$ cat src/design/aws_consts.svh
// Constants for the automatic wake/sleep timing block: register offsets,
// field positions, reset values and timing counts.
// Assumes a 250 MHz core clock and register accesses from the serial slave.
//
// Summary of operation
// - Wake idle high nibble, bits 7:4 read zero
// - Wake idle applies only in flexible wake mode
// - Sleep idle applies only in flexible sleep mode
// - Sleep idle: 12-bit count of 312.5 us steps
// - Flexible period equals idle plus measurement time
// - Sleep only after counter reaches programmed limit
// - Inactivity limit is 12 bits over two registers
// - Counter ticks once per wake sample period
// - Zero inactivity limit disables automatic switching
// - Wake uses wake power, rate, decimation, idle
// - Sleep uses sleep power, rate, decimation, idle
// - Monitored activity functions chosen by enable settings
// - Same events wake; buffer flag only delays sleep
// - Enabled activity event wakes sleeping device at once
// - Motion flags clear and wake; buffer only clears
// - Buffer flag clear resets counter when enabled
// - Buffer flags ignored when keep-awake setting is 0
// - Gate buffer after transition until host empties it
// - Wake idle: 12-bit count, low byte separate
`ifndef AWS_CONSTS_SVH
`define AWS_CONSTS_SVH

`define AWS_OFS_WAKE_IDLE_LOW   8'h1a
`define AWS_OFS_WAKE_IDLE_HIGH  8'h1b
`define AWS_OFS_SLEEP_IDLE_LOW  8'h1c
`define AWS_OFS_SLEEP_IDLE_HIGH 8'h1d
`define AWS_OFS_INACT_LOW       8'h1e
`define AWS_OFS_INACT_HIGH      8'h1f

`define AWS_RESET_BYTE          8'h00
`define AWS_RESET_NIBBLE        4'h0
`define AWS_FLEX_BIT            1

`define AWS_CLK_PERIOD_PS       4000
`define AWS_IDLE_STEP_PS        312500000
`define AWS_IDLE_STEP_CYC       ((`AWS_IDLE_STEP_PS + `AWS_CLK_PERIOD_PS - 1) / `AWS_CLK_PERIOD_PS)
`define AWS_MEAS_UNIT_PS        312500000
`define AWS_MEAS_UNIT_CYC       ((`AWS_MEAS_UNIT_PS + `AWS_CLK_PERIOD_PS - 1) / `AWS_CLK_PERIOD_PS)

`endif

$ cat src/design/aws_pkg.sv
// Types shared by the automatic wake/sleep timing block.
// Assumes the constants header is included where offsets are needed.
package aws_pkg;

	// Event source flags as presented by the interrupt source logic
	typedef struct packed {
		logic new_sample;
		logic overrun;
		logic buffer_event;
		logic outside_threshold;
		logic within_threshold;
		logic orientation_change;
		logic autosleep_change;
		logic boot_done;
	} aws_flags_t;

	// Per-mode operating settings
	typedef struct packed {
		logic [1:0] power_select;
		logic [3:0] rate_select;
		logic [3:0] decimation;
	} aws_mode_cfg_t;

	typedef enum logic [1:0] {
		AWS_WAKE  = 2'b01,
		AWS_SLEEP = 2'b10
	} aws_state_t;

endpackage

$ cat src/design/aws_timer.sv
// Automatic wake/sleep timing: idle-time and inactivity-limit registers,
// flexible-mode period generator, inactivity counter and mode state.
// Assumes register accesses and event flags are synchronous to core_clk_i.
`timescale 1ns/100ps
`include "aws_consts.svh"

module aws_timer #(
	parameter int unsigned IDLE_STEP_CYC = `AWS_IDLE_STEP_CYC,
	parameter int unsigned MEAS_UNIT_CYC = `AWS_MEAS_UNIT_CYC
) (
	input  wire logic                   core_clk_i,            // Core clock, 250 MHz
	input  wire logic                   rst_n_i,               // Async reset, active low
	input  wire logic                   reg_wr_i,              // Register write strobe
	input  wire logic                   reg_rd_i,              // Register read strobe
	input  wire logic [7:0]             reg_addr_i,            // Register address
	input  wire logic [7:0]             reg_wdata_i,           // Register write data
	output logic      [7:0]             reg_rdata_o,           // Register read data
	output logic                        reg_hit_o,             // Address is one of ours
	input  wire aws_pkg::aws_mode_cfg_t active_cfg_i,          // Wake power/rate/decimation
	input  wire aws_pkg::aws_mode_cfg_t dormant_cfg_i,         // Sleep power/rate/decimation
	input  wire logic [2:0]             activity_enable_i,     // Outside, within, orientation
	input  wire logic                   buffer_keeps_awake_i,  // Buffer clear holds off sleep
	input  wire logic                   buffer_gate_i,         // Gate buffer at transitions
	input  wire aws_pkg::aws_flags_t    flags_i,               // Event source flags
	input  wire logic                   buffer_flag_clear_i,   // Host cleared buffer flag
	input  wire logic                   buffer_empty_i,        // Output buffer is empty
	input  wire logic                   rate_tick_i,           // Fixed-rate period pulse
	output logic                        sleep_mode_o,          // Device is in sleep
	output aws_pkg::aws_mode_cfg_t      mode_cfg_o,            // Settings now in force
	output logic                        sample_tick_o,         // One pulse per sample period
	output logic                        mode_change_o,         // Pulse on each transition
	output logic                        buffer_accept_o        // Buffer may take samples
);

	// ************************************************************
	// Elaboration checks
	// ************************************************************
	// Upper bound keeps the longest flexible period inside the 32-bit counter
	if (IDLE_STEP_CYC == 0 || MEAS_UNIT_CYC == 0 || IDLE_STEP_CYC > 32'h0008_0000 ||
		MEAS_UNIT_CYC > 32'h0008_0000) begin : g_bad_steps
		$error("aws_timer: step counts must lie in 1..524288");
	end

	// Cycles in one flexible period: idle plus decimation-set measurement time
	function automatic logic [31:0] flex_period(input logic [11:0] idle, input logic [3:0] dec);
		logic [31:0] idle_c;
		logic [31:0] meas_c;
		idle_c = 32'(idle) * 32'(IDLE_STEP_CYC);
		meas_c = (32'(dec) + 32'h1) * 32'(MEAS_UNIT_CYC);
		flex_period = idle_c + meas_c;
	endfunction

	// ************************************************************
	// Register file
	// ************************************************************
	logic [7:0]  wake_idle_low_reg,   wake_idle_low_next;
	logic [3:0]  wake_idle_high_reg,  wake_idle_high_next;
	logic [7:0]  sleep_idle_low_reg,  sleep_idle_low_next;
	logic [3:0]  sleep_idle_high_reg, sleep_idle_high_next;
	logic [7:0]  inact_low_reg,       inact_low_next;
	logic [3:0]  inact_high_reg,      inact_high_next;
	logic [7:0]  rdata_reg,           rdata_next;
	logic [11:0] wake_idle;
	logic [11:0] sleep_idle;
	logic [11:0] inactivity_limit;

	assign wake_idle        = {wake_idle_high_reg, wake_idle_low_reg};
	assign sleep_idle       = {sleep_idle_high_reg, sleep_idle_low_reg};
	assign inactivity_limit = {inact_high_reg, inact_low_reg};

	always_comb begin
		wake_idle_low_next   = wake_idle_low_reg;
		wake_idle_high_next  = wake_idle_high_reg;
		sleep_idle_low_next  = sleep_idle_low_reg;
		sleep_idle_high_next = sleep_idle_high_reg;
		inact_low_next       = inact_low_reg;
		inact_high_next      = inact_high_reg;
		rdata_next           = rdata_reg;
		reg_hit_o            = 1'b1;
		// Upper nibbles are not stored, so they always read back as zero
		case (reg_addr_i)
			`AWS_OFS_WAKE_IDLE_LOW: begin
				if (reg_wr_i) wake_idle_low_next = reg_wdata_i;
				if (reg_rd_i) rdata_next = wake_idle_low_reg;
			end
			`AWS_OFS_WAKE_IDLE_HIGH: begin
				if (reg_wr_i) wake_idle_high_next = reg_wdata_i[3:0];
				if (reg_rd_i) rdata_next = {4'h0, wake_idle_high_reg};
			end
			`AWS_OFS_SLEEP_IDLE_LOW: begin
				if (reg_wr_i) sleep_idle_low_next = reg_wdata_i;
				if (reg_rd_i) rdata_next = sleep_idle_low_reg;
			end
			`AWS_OFS_SLEEP_IDLE_HIGH: begin
				if (reg_wr_i) sleep_idle_high_next = reg_wdata_i[3:0];
				if (reg_rd_i) rdata_next = {4'h0, sleep_idle_high_reg};
			end
			`AWS_OFS_INACT_LOW: begin
				if (reg_wr_i) inact_low_next = reg_wdata_i;
				if (reg_rd_i) rdata_next = inact_low_reg;
			end
			`AWS_OFS_INACT_HIGH: begin
				if (reg_wr_i) inact_high_next = reg_wdata_i[3:0];
				if (reg_rd_i) rdata_next = {4'h0, inact_high_reg};
			end
			default: begin
				reg_hit_o = 1'b0;
				if (reg_rd_i) rdata_next = 8'h00;
			end
		endcase
	end

	always_ff @(posedge core_clk_i or negedge rst_n_i) begin
		if (!rst_n_i) begin
			wake_idle_low_reg   <= `AWS_RESET_BYTE;
			wake_idle_high_reg  <= `AWS_RESET_NIBBLE;
			sleep_idle_low_reg  <= `AWS_RESET_BYTE;
			sleep_idle_high_reg <= `AWS_RESET_NIBBLE;
			inact_low_reg       <= `AWS_RESET_BYTE;
			inact_high_reg      <= `AWS_RESET_NIBBLE;
			rdata_reg           <= 8'h00;
		end else begin
			wake_idle_low_reg   <= wake_idle_low_next;
			wake_idle_high_reg  <= wake_idle_high_next;
			sleep_idle_low_reg  <= sleep_idle_low_next;
			sleep_idle_high_reg <= sleep_idle_high_next;
			inact_low_reg       <= inact_low_next;
			inact_high_reg      <= inact_high_next;
			rdata_reg           <= rdata_next;
		end
	end

	assign reg_rdata_o = rdata_reg;

	// ************************************************************
	// Sample period generator
	// ************************************************************
	aws_pkg::aws_state_t    state_reg, state_next;
	aws_pkg::aws_mode_cfg_t cur_cfg;
	logic [11:0]            cur_idle;
	logic                   flex_mode;
	logic [31:0]            period_cyc;
	logic [31:0]            per_cnt_reg, per_cnt_next;
	logic [31:0]            per_cnt_run;
	logic                   tick_now;
	logic                   tick_reg;

	// Settings follow the current mode; idle time only counts in flexible mode
	assign cur_cfg    = (state_reg == aws_pkg::AWS_SLEEP) ? dormant_cfg_i : active_cfg_i;
	assign cur_idle   = (state_reg == aws_pkg::AWS_SLEEP) ? sleep_idle : wake_idle;
	assign flex_mode  = cur_cfg.power_select[`AWS_FLEX_BIT];
	assign period_cyc = flex_period(cur_idle, cur_cfg.decimation);

	always_comb begin
		per_cnt_run = per_cnt_reg + 32'h1;
		tick_now    = 1'b0;
		if (!flex_mode) begin
			per_cnt_run = 32'h0;
			tick_now    = rate_tick_i;
		end else if (per_cnt_reg + 32'h1 >= period_cyc) begin
			per_cnt_run = 32'h0;
			tick_now    = 1'b1;
		end
	end

	// Restart kept apart from the tick so the tick never depends on the next state
	assign per_cnt_next = (state_next != state_reg) ? 32'h0 : per_cnt_run;

	always_ff @(posedge core_clk_i or negedge rst_n_i) begin
		if (!rst_n_i) begin
			per_cnt_reg <= 32'h0;
			tick_reg    <= 1'b0;
		end else begin
			per_cnt_reg <= per_cnt_next;
			tick_reg    <= tick_now;
		end
	end

	assign sample_tick_o = tick_reg;

	// ************************************************************
	// Inactivity counter and mode state
	// ************************************************************
	logic [11:0] inact_cnt_reg, inact_cnt_next;
	logic        motion_hit;
	logic        buffer_hit;
	logic        auto_enabled;
	logic        gate_reg, gate_next;
	logic        change_reg, change_next;
	aws_pkg::aws_mode_cfg_t cfg_reg, cfg_next;

	// Buffer activity may hold off sleep but never ends it
	assign motion_hit   = |(activity_enable_i & {flags_i.outside_threshold, flags_i.within_threshold,
		flags_i.orientation_change});
	assign buffer_hit   = buffer_keeps_awake_i & buffer_flag_clear_i;
	assign auto_enabled = (inactivity_limit != 12'h000);

	always_comb begin
		state_next     = state_reg;
		inact_cnt_next = inact_cnt_reg;
		case (state_reg)
			aws_pkg::AWS_WAKE: begin
				if (!auto_enabled || motion_hit || buffer_hit) begin
					inact_cnt_next = 12'h000;
				end else if (tick_now) begin
					// Compare one ahead so the limit-th period ends the wait
					if (inact_cnt_reg + 12'h001 >= inactivity_limit) begin
						state_next     = aws_pkg::AWS_SLEEP;
						inact_cnt_next = 12'h000;
					end else begin
						inact_cnt_next = inact_cnt_reg + 12'h001;
					end
				end
			end
			aws_pkg::AWS_SLEEP: begin
				inact_cnt_next = 12'h000;
				if (motion_hit || !auto_enabled) begin
					state_next = aws_pkg::AWS_WAKE;
				end
			end
			default: begin
				state_next     = aws_pkg::AWS_WAKE;
				inact_cnt_next = 12'h000;
			end
		endcase
		gate_next = gate_reg;
		if (buffer_gate_i && state_next != state_reg) begin
			gate_next = 1'b1;
		end else if (buffer_empty_i) begin
			gate_next = 1'b0;
		end
		change_next = (state_next != state_reg);
		cfg_next    = (state_next == aws_pkg::AWS_SLEEP) ? dormant_cfg_i : active_cfg_i;
	end

	always_ff @(posedge core_clk_i or negedge rst_n_i) begin
		if (!rst_n_i) begin
			state_reg     <= aws_pkg::AWS_WAKE;
			inact_cnt_reg <= 12'h000;
			gate_reg      <= 1'b0;
			change_reg    <= 1'b0;
			cfg_reg       <= '0;
		end else begin
			state_reg     <= state_next;
			inact_cnt_reg <= inact_cnt_next;
			gate_reg      <= gate_next;
			change_reg    <= change_next;
			cfg_reg       <= cfg_next;
		end
	end

	assign sleep_mode_o    = (state_reg == aws_pkg::AWS_SLEEP);
	assign mode_change_o   = change_reg;
	assign buffer_accept_o = ~gate_reg;
	assign mode_cfg_o      = cfg_reg;

	// ************************************************************
	// Assertions
	// ************************************************************
	property p_high_nibble_zero;
		@(posedge core_clk_i) disable iff (!rst_n_i)
		(reg_rd_i && reg_addr_i == `AWS_OFS_WAKE_IDLE_HIGH) |=> (reg_rdata_o[7:4] == 4'h0);
	endproperty
	a_high_nibble_zero: assert property (p_high_nibble_zero)
		else $error("wake idle high read shows upper bits");

	property p_zero_limit_no_sleep;
		@(posedge core_clk_i) disable iff (!rst_n_i)
		(!sleep_mode_o && inactivity_limit == 12'h000) |=> !sleep_mode_o;
	endproperty
	a_zero_limit_no_sleep: assert property (p_zero_limit_no_sleep)
		else $error("sleep entered with zero limit");

	property p_motion_wakes;
		@(posedge core_clk_i) disable iff (!rst_n_i)
		(sleep_mode_o && motion_hit) |=> (!sleep_mode_o && mode_change_o);
	endproperty
	a_motion_wakes: assert property (p_motion_wakes)
		else $error("enabled event did not wake device");

	property p_motion_clears;
		@(posedge core_clk_i) disable iff (!rst_n_i)
		(!sleep_mode_o && motion_hit) |=> (inact_cnt_reg == 12'h000 && !sleep_mode_o);
	endproperty
	a_motion_clears: assert property (p_motion_clears)
		else $error("motion event did not clear counter");

	property p_buffer_clear_holds;
		@(posedge core_clk_i) disable iff (!rst_n_i)
		(!sleep_mode_o && buffer_keeps_awake_i && buffer_flag_clear_i) |=>
			(inact_cnt_reg == 12'h000 && !sleep_mode_o);
	endproperty
	a_buffer_clear_holds: assert property (p_buffer_clear_holds)
		else $error("buffer flag clear did not hold off sleep");

	property p_sleep_after_limit;
		@(posedge core_clk_i) disable iff (!rst_n_i)
		$rose(sleep_mode_o) |-> ($past(inact_cnt_reg) + 12'h001 >= $past(inactivity_limit) && sample_tick_o);
	endproperty
	a_sleep_after_limit: assert property (p_sleep_after_limit)
		else $error("sleep entered before limit reached");

	property p_wake_restarts;
		@(posedge core_clk_i) disable iff (!rst_n_i)
		$fell(sleep_mode_o) |-> (inact_cnt_reg == 12'h000);
	endproperty
	a_wake_restarts: assert property (p_wake_restarts)
		else $error("counter not zero on wake entry");

	property p_gate_on_change;
		@(posedge core_clk_i) disable iff (!rst_n_i)
		(buffer_gate_i && state_next != state_reg) |=> !buffer_accept_o;
	endproperty
	a_gate_on_change: assert property (p_gate_on_change)
		else $error("buffer not gated after transition");

	property p_fixed_rate_tick;
		@(posedge core_clk_i) disable iff (!rst_n_i)
		(!flex_mode && rate_tick_i && state_next == state_reg) |=> sample_tick_o;
	endproperty
	a_fixed_rate_tick: assert property (p_fixed_rate_tick)
		else $error("fixed-rate period not passed through");

	property p_sleep_cfg;
		@(posedge core_clk_i) disable iff (!rst_n_i)
		(sleep_mode_o && $stable(dormant_cfg_i)) |-> ##1 (mode_cfg_o == $past(dormant_cfg_i) || !sleep_mode_o);
	endproperty
	a_sleep_cfg: assert property (p_sleep_cfg)
		else $error("sleep settings not in force");

endmodule // aws_timer

$ cat config.mk
export PLATFORM = sky130hd
export DESIGN_NAME = aws_timer
export DESIGN_NICKNAME = d
export VERILOG_FILES = /design/src/design/aws_pkg.sv /design/src/design/aws_timer.sv
export VERILOG_INCLUDE_DIRS = /design/src /design/src/design
export SDC_FILE = /design/constraint.sdc
export NUM_CORES = 1
export LEC_CHECK = 0
export BUFFER_PORTS_ARGS = -buffer_cell sky130_fd_sc_hd__buf_2
export CORE_MARGIN = 1
export CORE_UTILIZATION = 35
export DETAILED_ROUTE_END_ITERATION = 8
export PLACE_DENSITY_LB_ADDON = 0.15
export SLEW_MARGIN = 20
export SYNTH_ARGS = -nofsm -noshare
export SYNTH_HDL_FRONTEND = slang
export SYNTH_SLANG_ARGS = --single-unit
$ cat constraint.sdc
create_clock -name core_clk_i -period 10.14 [get_ports core_clk_i]
set_input_delay 0 -clock core_clk_i [delete_from_list [all_inputs] [get_ports core_clk_i]]
set_output_delay 0 -clock core_clk_i [all_outputs]
set_load 0.005 [all_outputs]
==> impl_metrics.ini, run 1 <==
[clock_network]
cts_max_level = 3
cts-root-buf = clkbuf_16
cts_tree = yes
cts_buffer_depth = 2
insertion_delay_ns = 0.36
path_clk_slew_ns = 0.09
cts.sinks = 103
cts_buffers = 9

[final_layout]
final_common_cell = inv_1
instances_no_fill = 1663
syn2layout_area_growth_pct = 14.4
fillers = 3066
final_cell_mix = inv_1, ha_1, dfrtp_1
largest_register_ffs = 32
drive_gt1_share_pct = 14.4
nets = 1569
diodes = 0

[yosys]
ys_types = 67
synthXorXnorAreaFrac_pct = 5.27
yosysSeqAreaShare_pct = 23.5
synthSimpleGateAreaFrac_pct = 12.9
yosysWarnings = 0
syn_inst = 1148
synth_flop_cell = dfrtp_1
synthArstFlopShare_pct = 100
synth-edff-count = 0
synth_compound_area_share_pct = 8.95
synth_top_family_by_area = adder cells
avgSynthCellArea_um2 = 9.55
synthAdderAreaFrac_pct = 33.9
synth-seq-cells = 103
synth_mux_area_share_pct = 7.77
syn_area_um2 = 11000

[placement]
portBuffers = 73
place_congestion = 0.837
place_hpwl_mm = 21.2
place_inst = 1615

[floorplan]
start_util_pct = 35.7
num_rows = 64
die_width_um = 179
dieHeight_um = 179
pin_count = 79
coreArea_um2 = 30700
dieArea_um2 = 32000

[hold_path]
min_from = reg_wdata_i[0]
worstHoldEndpoint = sleep_idle_low_reg[0]$_DFFE_PN0P_
hp-class = input port to flop
hold_depth = 2

[timing]
fin_crit_sh_pct = 95.0
slew_headroom_pct = 43.2
fin_worst_skew_ns = 0.0166
hold_violations = 0
grt_setup_unrepaired = false
setup-tns-final_ns = 0
slew_violations = 0
fmaxAchievable_ghz = 0.104
fin_crit_ns = 9.63
setup_viol_count_final = 0
worst_slew_pin_slew_ns = 0.846

[worst_setup_path]
crit_path_max_incr_delay_ns = 0.56
arrival_ns = 9.86
slowest_stage = dfstp_2
reg2reg_to = mode_cfg_o[4]$_DFF_PN0_
regToRegSetupSlack_ns = 0.51
crit_type = flop to flop
endpoint_kind = flop
r2r_cells = 36
cp.required_ns = 10.37
worstPathMaxFanout = 8
cp_common_cell = fa_1
r2r_start = state_reg[0]$_DFF_PN1_
cpLargestDelayFamily = adder cells
critPathLaunchType = flop
cp.buffers_inverters = 7

[grt]
grt.total_usage_pct = 16.9
antenna_found_initial = 0
grt_max_degree = 64
grt_overflow = 0
grt_pass1_wl_mm = 42.2
grt_pass1_vias = 8130

[power_and_ir_drop]
internal-power_uw = 986
seqPwrFrac_pct = 26.7
pwr-share-clk_pct = 21.8
sw_frac_of_total_pct = 41.2
p_comb_share_pct = 51.5
peakVddDrop_mv = 0.159
power_density_nw_per_um2 = 134
power.switching_uw = 691
p_leak_uw = 0.00641

[outcome]
status = finished, final reports clean

[detailed_routing]
drc = 0
vias = 8142
avgViaCountPerCell = 4.90
wire_per_inst_um = 15.6
dr.first_iter.drc_count = 336
first_pass_iters = 5
wirelength_mm = 25.9
final_antenna_net_count = 0

[flow_run]
max-cap-violations = 0
repair_timing:
item                                   CTS  global route
setup endpoints to repair                0            11
setup buffers                            0             2
resized for setup                        0            14
hold buffers                            30             0
endpoints found under the hold margin  103             0
cell type report:
type	count	area (um2)	area share [%]
flip-flops and latches	103	2580	20.6
clock inverters	5	46.3	0.369
inverters	204	766	6.11
clock buffers	11	253	2.02
well taps	396	495	3.95
multi-input cells	825	7610	60.7
repair buffers	119	788	6.29
stage by stage:
stage	hold slack (ns)	power, uW	cell area [um2]	utilization [%]	setup WS [ns]
6_report	0.0290	1680	12500	40.9	0.510
5_1_grt	0.0167	1850	12500	40.9	0.0103
4_1_cts	0.00527	1710	12500	40.6	0.142
3_5_place_dp	0.159	1310	11900	38.7	0.446
3_3_place_gp	0.163	1310	11900	38.7	0.572
2_1_floorplan	-0.296	1080	11000	-	1.28
power groups by stage:
stage / clock, uW / sequential, uW / combinational (uW)
floorplan: 0 / 453 / 626
detailed placement: 0 / 456 / 854
CTS: 383 / 448 / 875
global placement: 0 / 456 / 850
finish: 366 / 448 / 863
global route: 394 / 451 / 1010
worst max path at each step:
stage | startpoint | end | slack [ns] | cells past startpoint
final | state_reg[0]$_DFF_PN1_ | mode_cfg_o[4]$_DFF_PN0_ | 0.51 | 36
after global routing | state_reg[0]$_DFF_PN1_ | mode_cfg_o[9]$_DFF_PN0_ | 0.01 | 36
after CTS | state_reg[0]$_DFF_PN1_ | mode_cfg_o[4]$_DFF_PN0_ | 0.14 | 32
after detailed placement | state_reg[0]$_DFF_PN1_ | per_cnt_reg[22]$_DFF_PN0_ | 0.45 | 31
after global placement | state_reg[0]$_DFF_PN1_ | per_cnt_reg[3]$_DFF_PN0_ | 0.57 | 30
after floorplan | state_reg[0]$_DFF_PN1_ | mode_cfg_o[0]$_DFF_PN0_ | 1.28 | 34
metal layers:
layer / global-route usage [%] / share of wire (%) / vias up / routed length, um
met3: 2.06 / 2.6 / 13 / 676
li1: - / - / 4072 / -
met5: 0 / 0 / - / 0
met2: 26.4 / 44 / 102 / 11400
met1: 25.2 / 53 / 3955 / 13600
met4: 2.79 / 0.88 / 0 / 229
synth_stat cells (10+ instances only):
cell	number	area share, %
fa_1	77	14
mux2i_1	24	2.2
inv_1	204	7.0
nor2_1	60	2.1
xnor2_1	33	2.6
clkbuf_1	12	0.41
a31oi_1	11	0.63
o21ai_0	36	1.6
mux2_2	39	4.0
a21oi_1	51	2.3
and3_1	13	0.74
dfrtp_1	102	23
nand2b_1	10	0.57
mux2_4	10	1.4
nand3_1	26	1.2
nand2_1	58	2.0
xor2_1	33	2.6
nor2b_1	34	1.9
nand4_1	14	0.80
ha_1	174	20
nor3_1	15	0.68
worst reg2reg max path: cells and delay by family, from the launching register on:
kind / cells / cell delay [ns]
adder cells (fa/ha/maj): 9 / 3.73
AO/OA/AOI/OAI: 8 / 1.66
AND/OR/NAND/NOR: 8 / 1.54
buffers and inverters: 7 / 1.28
flip-flops: 1 / 0.56
multiplexers: 2 / 0.46
XOR/XNOR: 2 / 0.28
cells by family after synthesis:
group / count (synthesis)
flops: 103
other cells: 1
simple gates: 273
buf+inv: 221
xor+xnor: 66
mux: 74
fa+ha+maj: 251
compound gates: 159
(Power assumes the default switching activity.)
==> run 2, diff against run 1 <==
CELL_PAD_IN_SITES_DETAIL_PLACEMENT = 1   (was not set)
CELL_PAD_IN_SITES_GLOBAL_PLACEMENT = 2   (was not set)
CTS_CLUSTER_SIZE = 28   (was not set)
==> run 2 against run 1 <==
Utilization up 0.13 points. Global-route usage is 2.6 points higher. Critical path depth unchanged. Via count rose by 2.2%. Total power up 2.5%. Worst setup slack better by 0.070 ns. Register-to-register slack better by 0.07 ns. Combinational power is 2% higher. Cell count hardly changed. Clock skew up 0.0024 ns. Non-clock buffer count grew 1. Critical path type unchanged. Largest cell class unchanged.
==> impl_metrics.ini, run 2 (synthesized netlist as in run 1, its figures left out) <==
[grt]
antenna_found_initial = 0
grt_pass1_wl_mm = 47.3
grt.total_usage_pct = 19.5
grt_max_degree = 67
grt_pass1_vias = 8761
grt_overflow = 0

[worst_setup_path]
crit_type = flop to flop
cp_common_cell = fa_1
arrival_ns = 9.82
slowest_stage = dfstp_2
crit_path_max_incr_delay_ns = 0.57
cp.required_ns = 10.40
endpoint_kind = flop
critPathLaunchType = flop
worstPathMaxFanout = 6

[placement]
place_congestion = 0.796
pre_cts_slack_ns = 0.384
placed_area_um2 = 11900
portBuffers = 73
place_hpwl_mm = 23.9
place_inst = 1616

[clock_network]
insertion_delay_ns = 0.39
cts-root-buf = clkbuf_16
path_clk_slew_ns = 0.08
cts.sinks = 103
cts_max_level = 3
post_cts.repair.setup_buffers = 0
cts_tree = yes
cts_buffer_depth = 2
cts_buffers = 9

[floorplan]
start_util_pct = 35.7
pin_count = 79
coreArea_um2 = 30700
dieArea_um2 = 32000
num_rows = 64
dieHeight_um = 179
die_width_um = 179

[final_layout]
nets = 1570
largest_register_ffs = 32
diodes = 0
syn2layout_area_growth_pct = 14.8
drive_gt1_share_pct = 14.1
instances_no_fill = 1664
fin_area_um2 = 12600
final_cell_mix = inv_1, ha_1, dfrtp_1
final_common_cell = inv_1
fillers = 3566

[power_and_ir_drop]
power_density_nw_per_um2 = 137
peakVddDrop_mv = 0.0855
p_leak_uw = 0.00642
p_total_uw = 1720

[detailed_routing]
first_pass_iters = 4
vias = 8324
wirelength_mm = 29.2
dr.first_iter.drc_count = 308
avgViaCountPerCell = 5.00
wire_per_inst_um = 17.5
drc = 0
final_antenna_net_count = 0

[timing]
setup-tns-final_ns = 0
slew_headroom_pct = 39.1
setup_ws_ns = 0.581
worst_slew_pin_slew_ns = 0.913
fin_crit_sh_pct = 94.3
fmaxAchievable_ghz = 0.105
setup_viol_count_final = 0
grt_setup_unrepaired = false
slew_violations = 0
hold_violations = 0
fin_worst_skew_ns = 0.0190
fin_crit_ns = 9.56

[flow_run]
max-cap-violations = 0

[hold_path]
hp-class = input port to flop

[outcome]
status = finished, final reports clean
run 2: power by group:
group	leakage, uW	total (uW)	switching [uW]	internal, uW
Clock	0.000157	390	191	200
Sequential	0.00138	449	16.1	432
Combinational	0.00488	881	510	371
Total	0.00642	1720	717	1000
run 2: critical path, delay by kind of cell, from the launching register on:
| kind | cells | cell delay (ns) |
|---|---|---|
| adder cells (fa/ha/maj) | 9 | 3.74 |
| AO/OA/AOI/OAI | 11 | 2.12 |
| AND/OR/NAND/NOR | 8 | 1.52 |
| buffers and inverters | 6 | 1.12 |
| flip-flops | 1 | 0.57 |
| multiplexers | 1 | 0.24 |
| XOR/XNOR | 1 | 0.13 |
run 2: final timing paths:
| check | startpoint | end | slack (ns) | cells after the start |
|---|---|---|---|---|
| hold reg to reg | inact_cnt_reg[11]$_DFFE_PN0P_ | inact_cnt_reg[11]$_DFFE_PN0P_ | 0.51 | 2 |
| setup / recovery | state_reg[0]$_DFF_PN1_ | gate_reg$_DFFE_PN0P_ | 0.58 | 36 |
| max in group asynchronous | rst_n_i | inact_high_reg[0]$_DFFE_PN0P_ | 8.68 | 3 |
| min in group asynchronous | rst_n_i | per_cnt_reg[13]$_DFF_PN0_ | 0.15 | 2 |
| setup reg to reg | state_reg[0]$_DFF_PN1_ | gate_reg$_DFFE_PN0P_ | 0.58 | 36 |
| hold / removal | rate_tick_i | sample_tick_o$_DFF_PN0_ | 0.08 | 4 |
run 2: cell type report:
type	count	area [um2]	area share, %
clock inverter	7	95.1	0.756
clock buffer	9	225	1.79
sequential	103	2580	20.5
multi-input combinational	825	7610	60.5
tap	396	495	3.94
timing repair buffer	120	813	6.46
inverter	204	766	6.09
run 2: per-layer routing:
layer,GRT usage (%),wire (um),vias to the layer above
met5,0,0,-
met2,30.9,13600,67
li1,-,-,4096
met4,3.99,279,0
met3,2.84,571,16
met1,28.0,14700,4145
run 2: per-stage QoR:
stage,util [%],hold slack [ns]
3_3_place_gp,38.8,0.0221
3_5_place_dp,38.8,0.0250
2_1_floorplan,-,-0.296
5_1_grt,41.0,0.136
6_report,41.0,0.0807
4_1_cts,40.9,0.0562
run 2: repair_timing:
item	4_1_cts	5_1_grt
gates resized for setup	0	11
setup endpoints to repair	0	16
hold buffers	32	0
hold endpoints to repair	90	0
==> run 3, diff against run 2 <==
CELL_PAD_IN_SITES_DETAIL_PLACEMENT = 0   (was 1)
CELL_PAD_IN_SITES_GLOBAL_PLACEMENT = 1   (was 2)
SLEW_MARGIN = not set   (was 20)
==> run 3 against run 2 <==
Total power shrank 1.0%. Sequential cell count is the same. Register-to-register slack lost 0.06 ns. Critical path type unchanged. Largest cell class unchanged. Sequential power is essentially flat. Worst setup slack lost 0.064 ns. Sequential share of layout area is essentially flat. Via count shrank 2.8%. Clock power shrank 2%. Highest routed layer unchanged. Wire length shrank 9.3%. Die area is the same.
==> impl_metrics.ini, run 3 (synthesized netlist as in run 1, its figures left out) <==
[power_and_ir_drop]
peakVddDrop_mv = 0.0961
p_total_uw = 1700
power_density_nw_per_um2 = 135
p_leak_uw = 0.00641

[clock_network]
cts_buffer_depth = 2
cts_max_level = 3
cts-root-buf = clkbuf_16
cts.sinks = 103
cts_tree = yes
path_clk_slew_ns = 0.08
cts_buffers = 9
insertion_delay_ns = 0.37

[detailed_routing]
drc = 0
wirelength_mm = 26.5
vias = 8090
final_antenna_net_count = 0
first_pass_iters = 5
dr.first_iter.drc_count = 324
wire_per_inst_um = 15.9
avgViaCountPerCell = 4.87

[timing]
slew_violations = 0
fin_crit_ns = 9.62
slew_headroom_pct = 27.5
grt_setup_unrepaired = false
worst_slew_pin_slew_ns = 1.09
setup-tns-final_ns = 0
fmaxAchievable_ghz = 0.104
fin_crit_sh_pct = 94.9
fin_worst_skew_ns = 0.0137
hold_violations = 0
setup_viol_count_final = 0

[floorplan]
dieHeight_um = 179
start_util_pct = 35.7
dieArea_um2 = 32000
die_width_um = 179
pin_count = 79
num_rows = 64
coreArea_um2 = 30700

[hold_path]
hp-class = input port to flop
hold_depth = 2

[final_layout]
drive_gt1_share_pct = 14.3
nets = 1568
final_common_cell = inv_1
diodes = 0
syn2layout_area_growth_pct = 14.7
largest_register_ffs = 32
final_cell_mix = inv_1, ha_1, dfrtp_1

[worst_setup_path]
crit_path_max_incr_delay_ns = 0.57
critPathLaunchType = flop
cp.required_ns = 10.39
r2r_cells = 32
cp_common_cell = fa_1
crit_type = flop to flop
worstPathMaxFanout = 6
arrival_ns = 9.87
slowest_stage = dfstp_2
endpoint_kind = flop

[grt]
grt.total_usage_pct = 17.4
grt_max_degree = 54
grt_pass1_wl_mm = 42.6
antenna_found_initial = 0
grt_pass1_vias = 8079
grt_overflow = 0

[outcome]
status = finished, final reports clean

[placement]
place_congestion = 0.819
place_hpwl_mm = 21.7
portBuffers = 73

[flow_run]
max-cap-violations = 0
-- run 3: cell types whose count changed in the layout (fill, tap and decap cells not counted), sizes merged --
cell	previous run	this run
buf	88	87
dlygate4sd3	32	31
-- run 3: where the power goes --
part | switching [uW] | leakage [uW] | total, uW | internal, uW
Combinational | 504 | 0.00487 | 872 | 368
Sequential | 15.3 | 0.00138 | 448 | 432
Clock | 185 | 0.000155 | 383 | 198
-- run 3: repair_timing --
action,CTS,global route
hold buffers,31,0
buffers inserted,0,1
gates resized for setup,0,15
endpoints found under the setup margin,0,42
hold endpoints to repair,99,0
-- run 3: final timing paths --
check | slack (ns) | end | start
setup / recovery | 0.52 | mode_cfg_o[4]$_DFF_PN0_ | state_reg[0]$_DFF_PN1_
hold / removal | 0.01 | reg_rdata_o[1]$_DFFE_PN0P_ | reg_rd_i
setup reg to reg | 0.52 | mode_cfg_o[4]$_DFF_PN0_ | state_reg[0]$_DFF_PN1_
hold reg to reg | 0.50 | per_cnt_reg[0]$_DFF_PN0_ | per_cnt_reg[0]$_DFF_PN0_
max in group asynchronous | 8.71 | gate_reg$_DFFE_PN0P_ | rst_n_i
min in group asynchronous | 0.25 | mode_cfg_o[8]$_DFF_PN0_ | rst_n_i
-- run 3: per-stage QoR --
step | utilization [%] | instance area [um2] | std cells | worst slack [ns] | hold WS, ns
2_1_floorplan | - | 11000 | 1149 | 1.28 | -0.296
3_3_place_gp | 38.7 | 11900 | 1614 | 0.507 | 0.141
3_5_place_dp | 38.7 | 11900 | 1614 | 0.347 | 0.144
4_1_cts | 40.7 | 12500 | 1661 | 0.0253 | 0.00455
5_1_grt | 41.0 | 12600 | 1662 | 0.0193 | 0.0301
6_report | 41.0 | 12600 | 1662 | 0.517 | 0.0136
-- run 3: final cells by class --
class | count | area (um2)
Clock buffer | 9 | 225
Clock inverter | 7 | 88.8
Fill cell | 3133 | 18100
Inverter | 204 | 766
Multi-Input combinational cell | 825 | 7630
Sequential cell | 103 | 2580
Tap cell | 396 | 495
Timing Repair Buffer | 118 | 783
-- run 3: layer usage --
metal	part of all wire (%)	vias up	global-route usage (%)
met5	0	-	0
met1	52	3902	25.7
met4	0.92	0	3.99
li1	-	4084	-
met2	44	92	27.0
met3	2.5	12	1.93
-- run 3: worst max-delay path: cells and delay by family (launching register included) --
family	cells	cell delay, ns
adder cells (fa/ha/maj)	10	3.99
AO/OA/AOI/OAI	7	1.63
AND/OR/NAND/NOR	6	1.44
buffers and inverters	6	1.12
flip-flops	1	0.57
multiplexers	2	0.55
XOR/XNOR	1	0.18
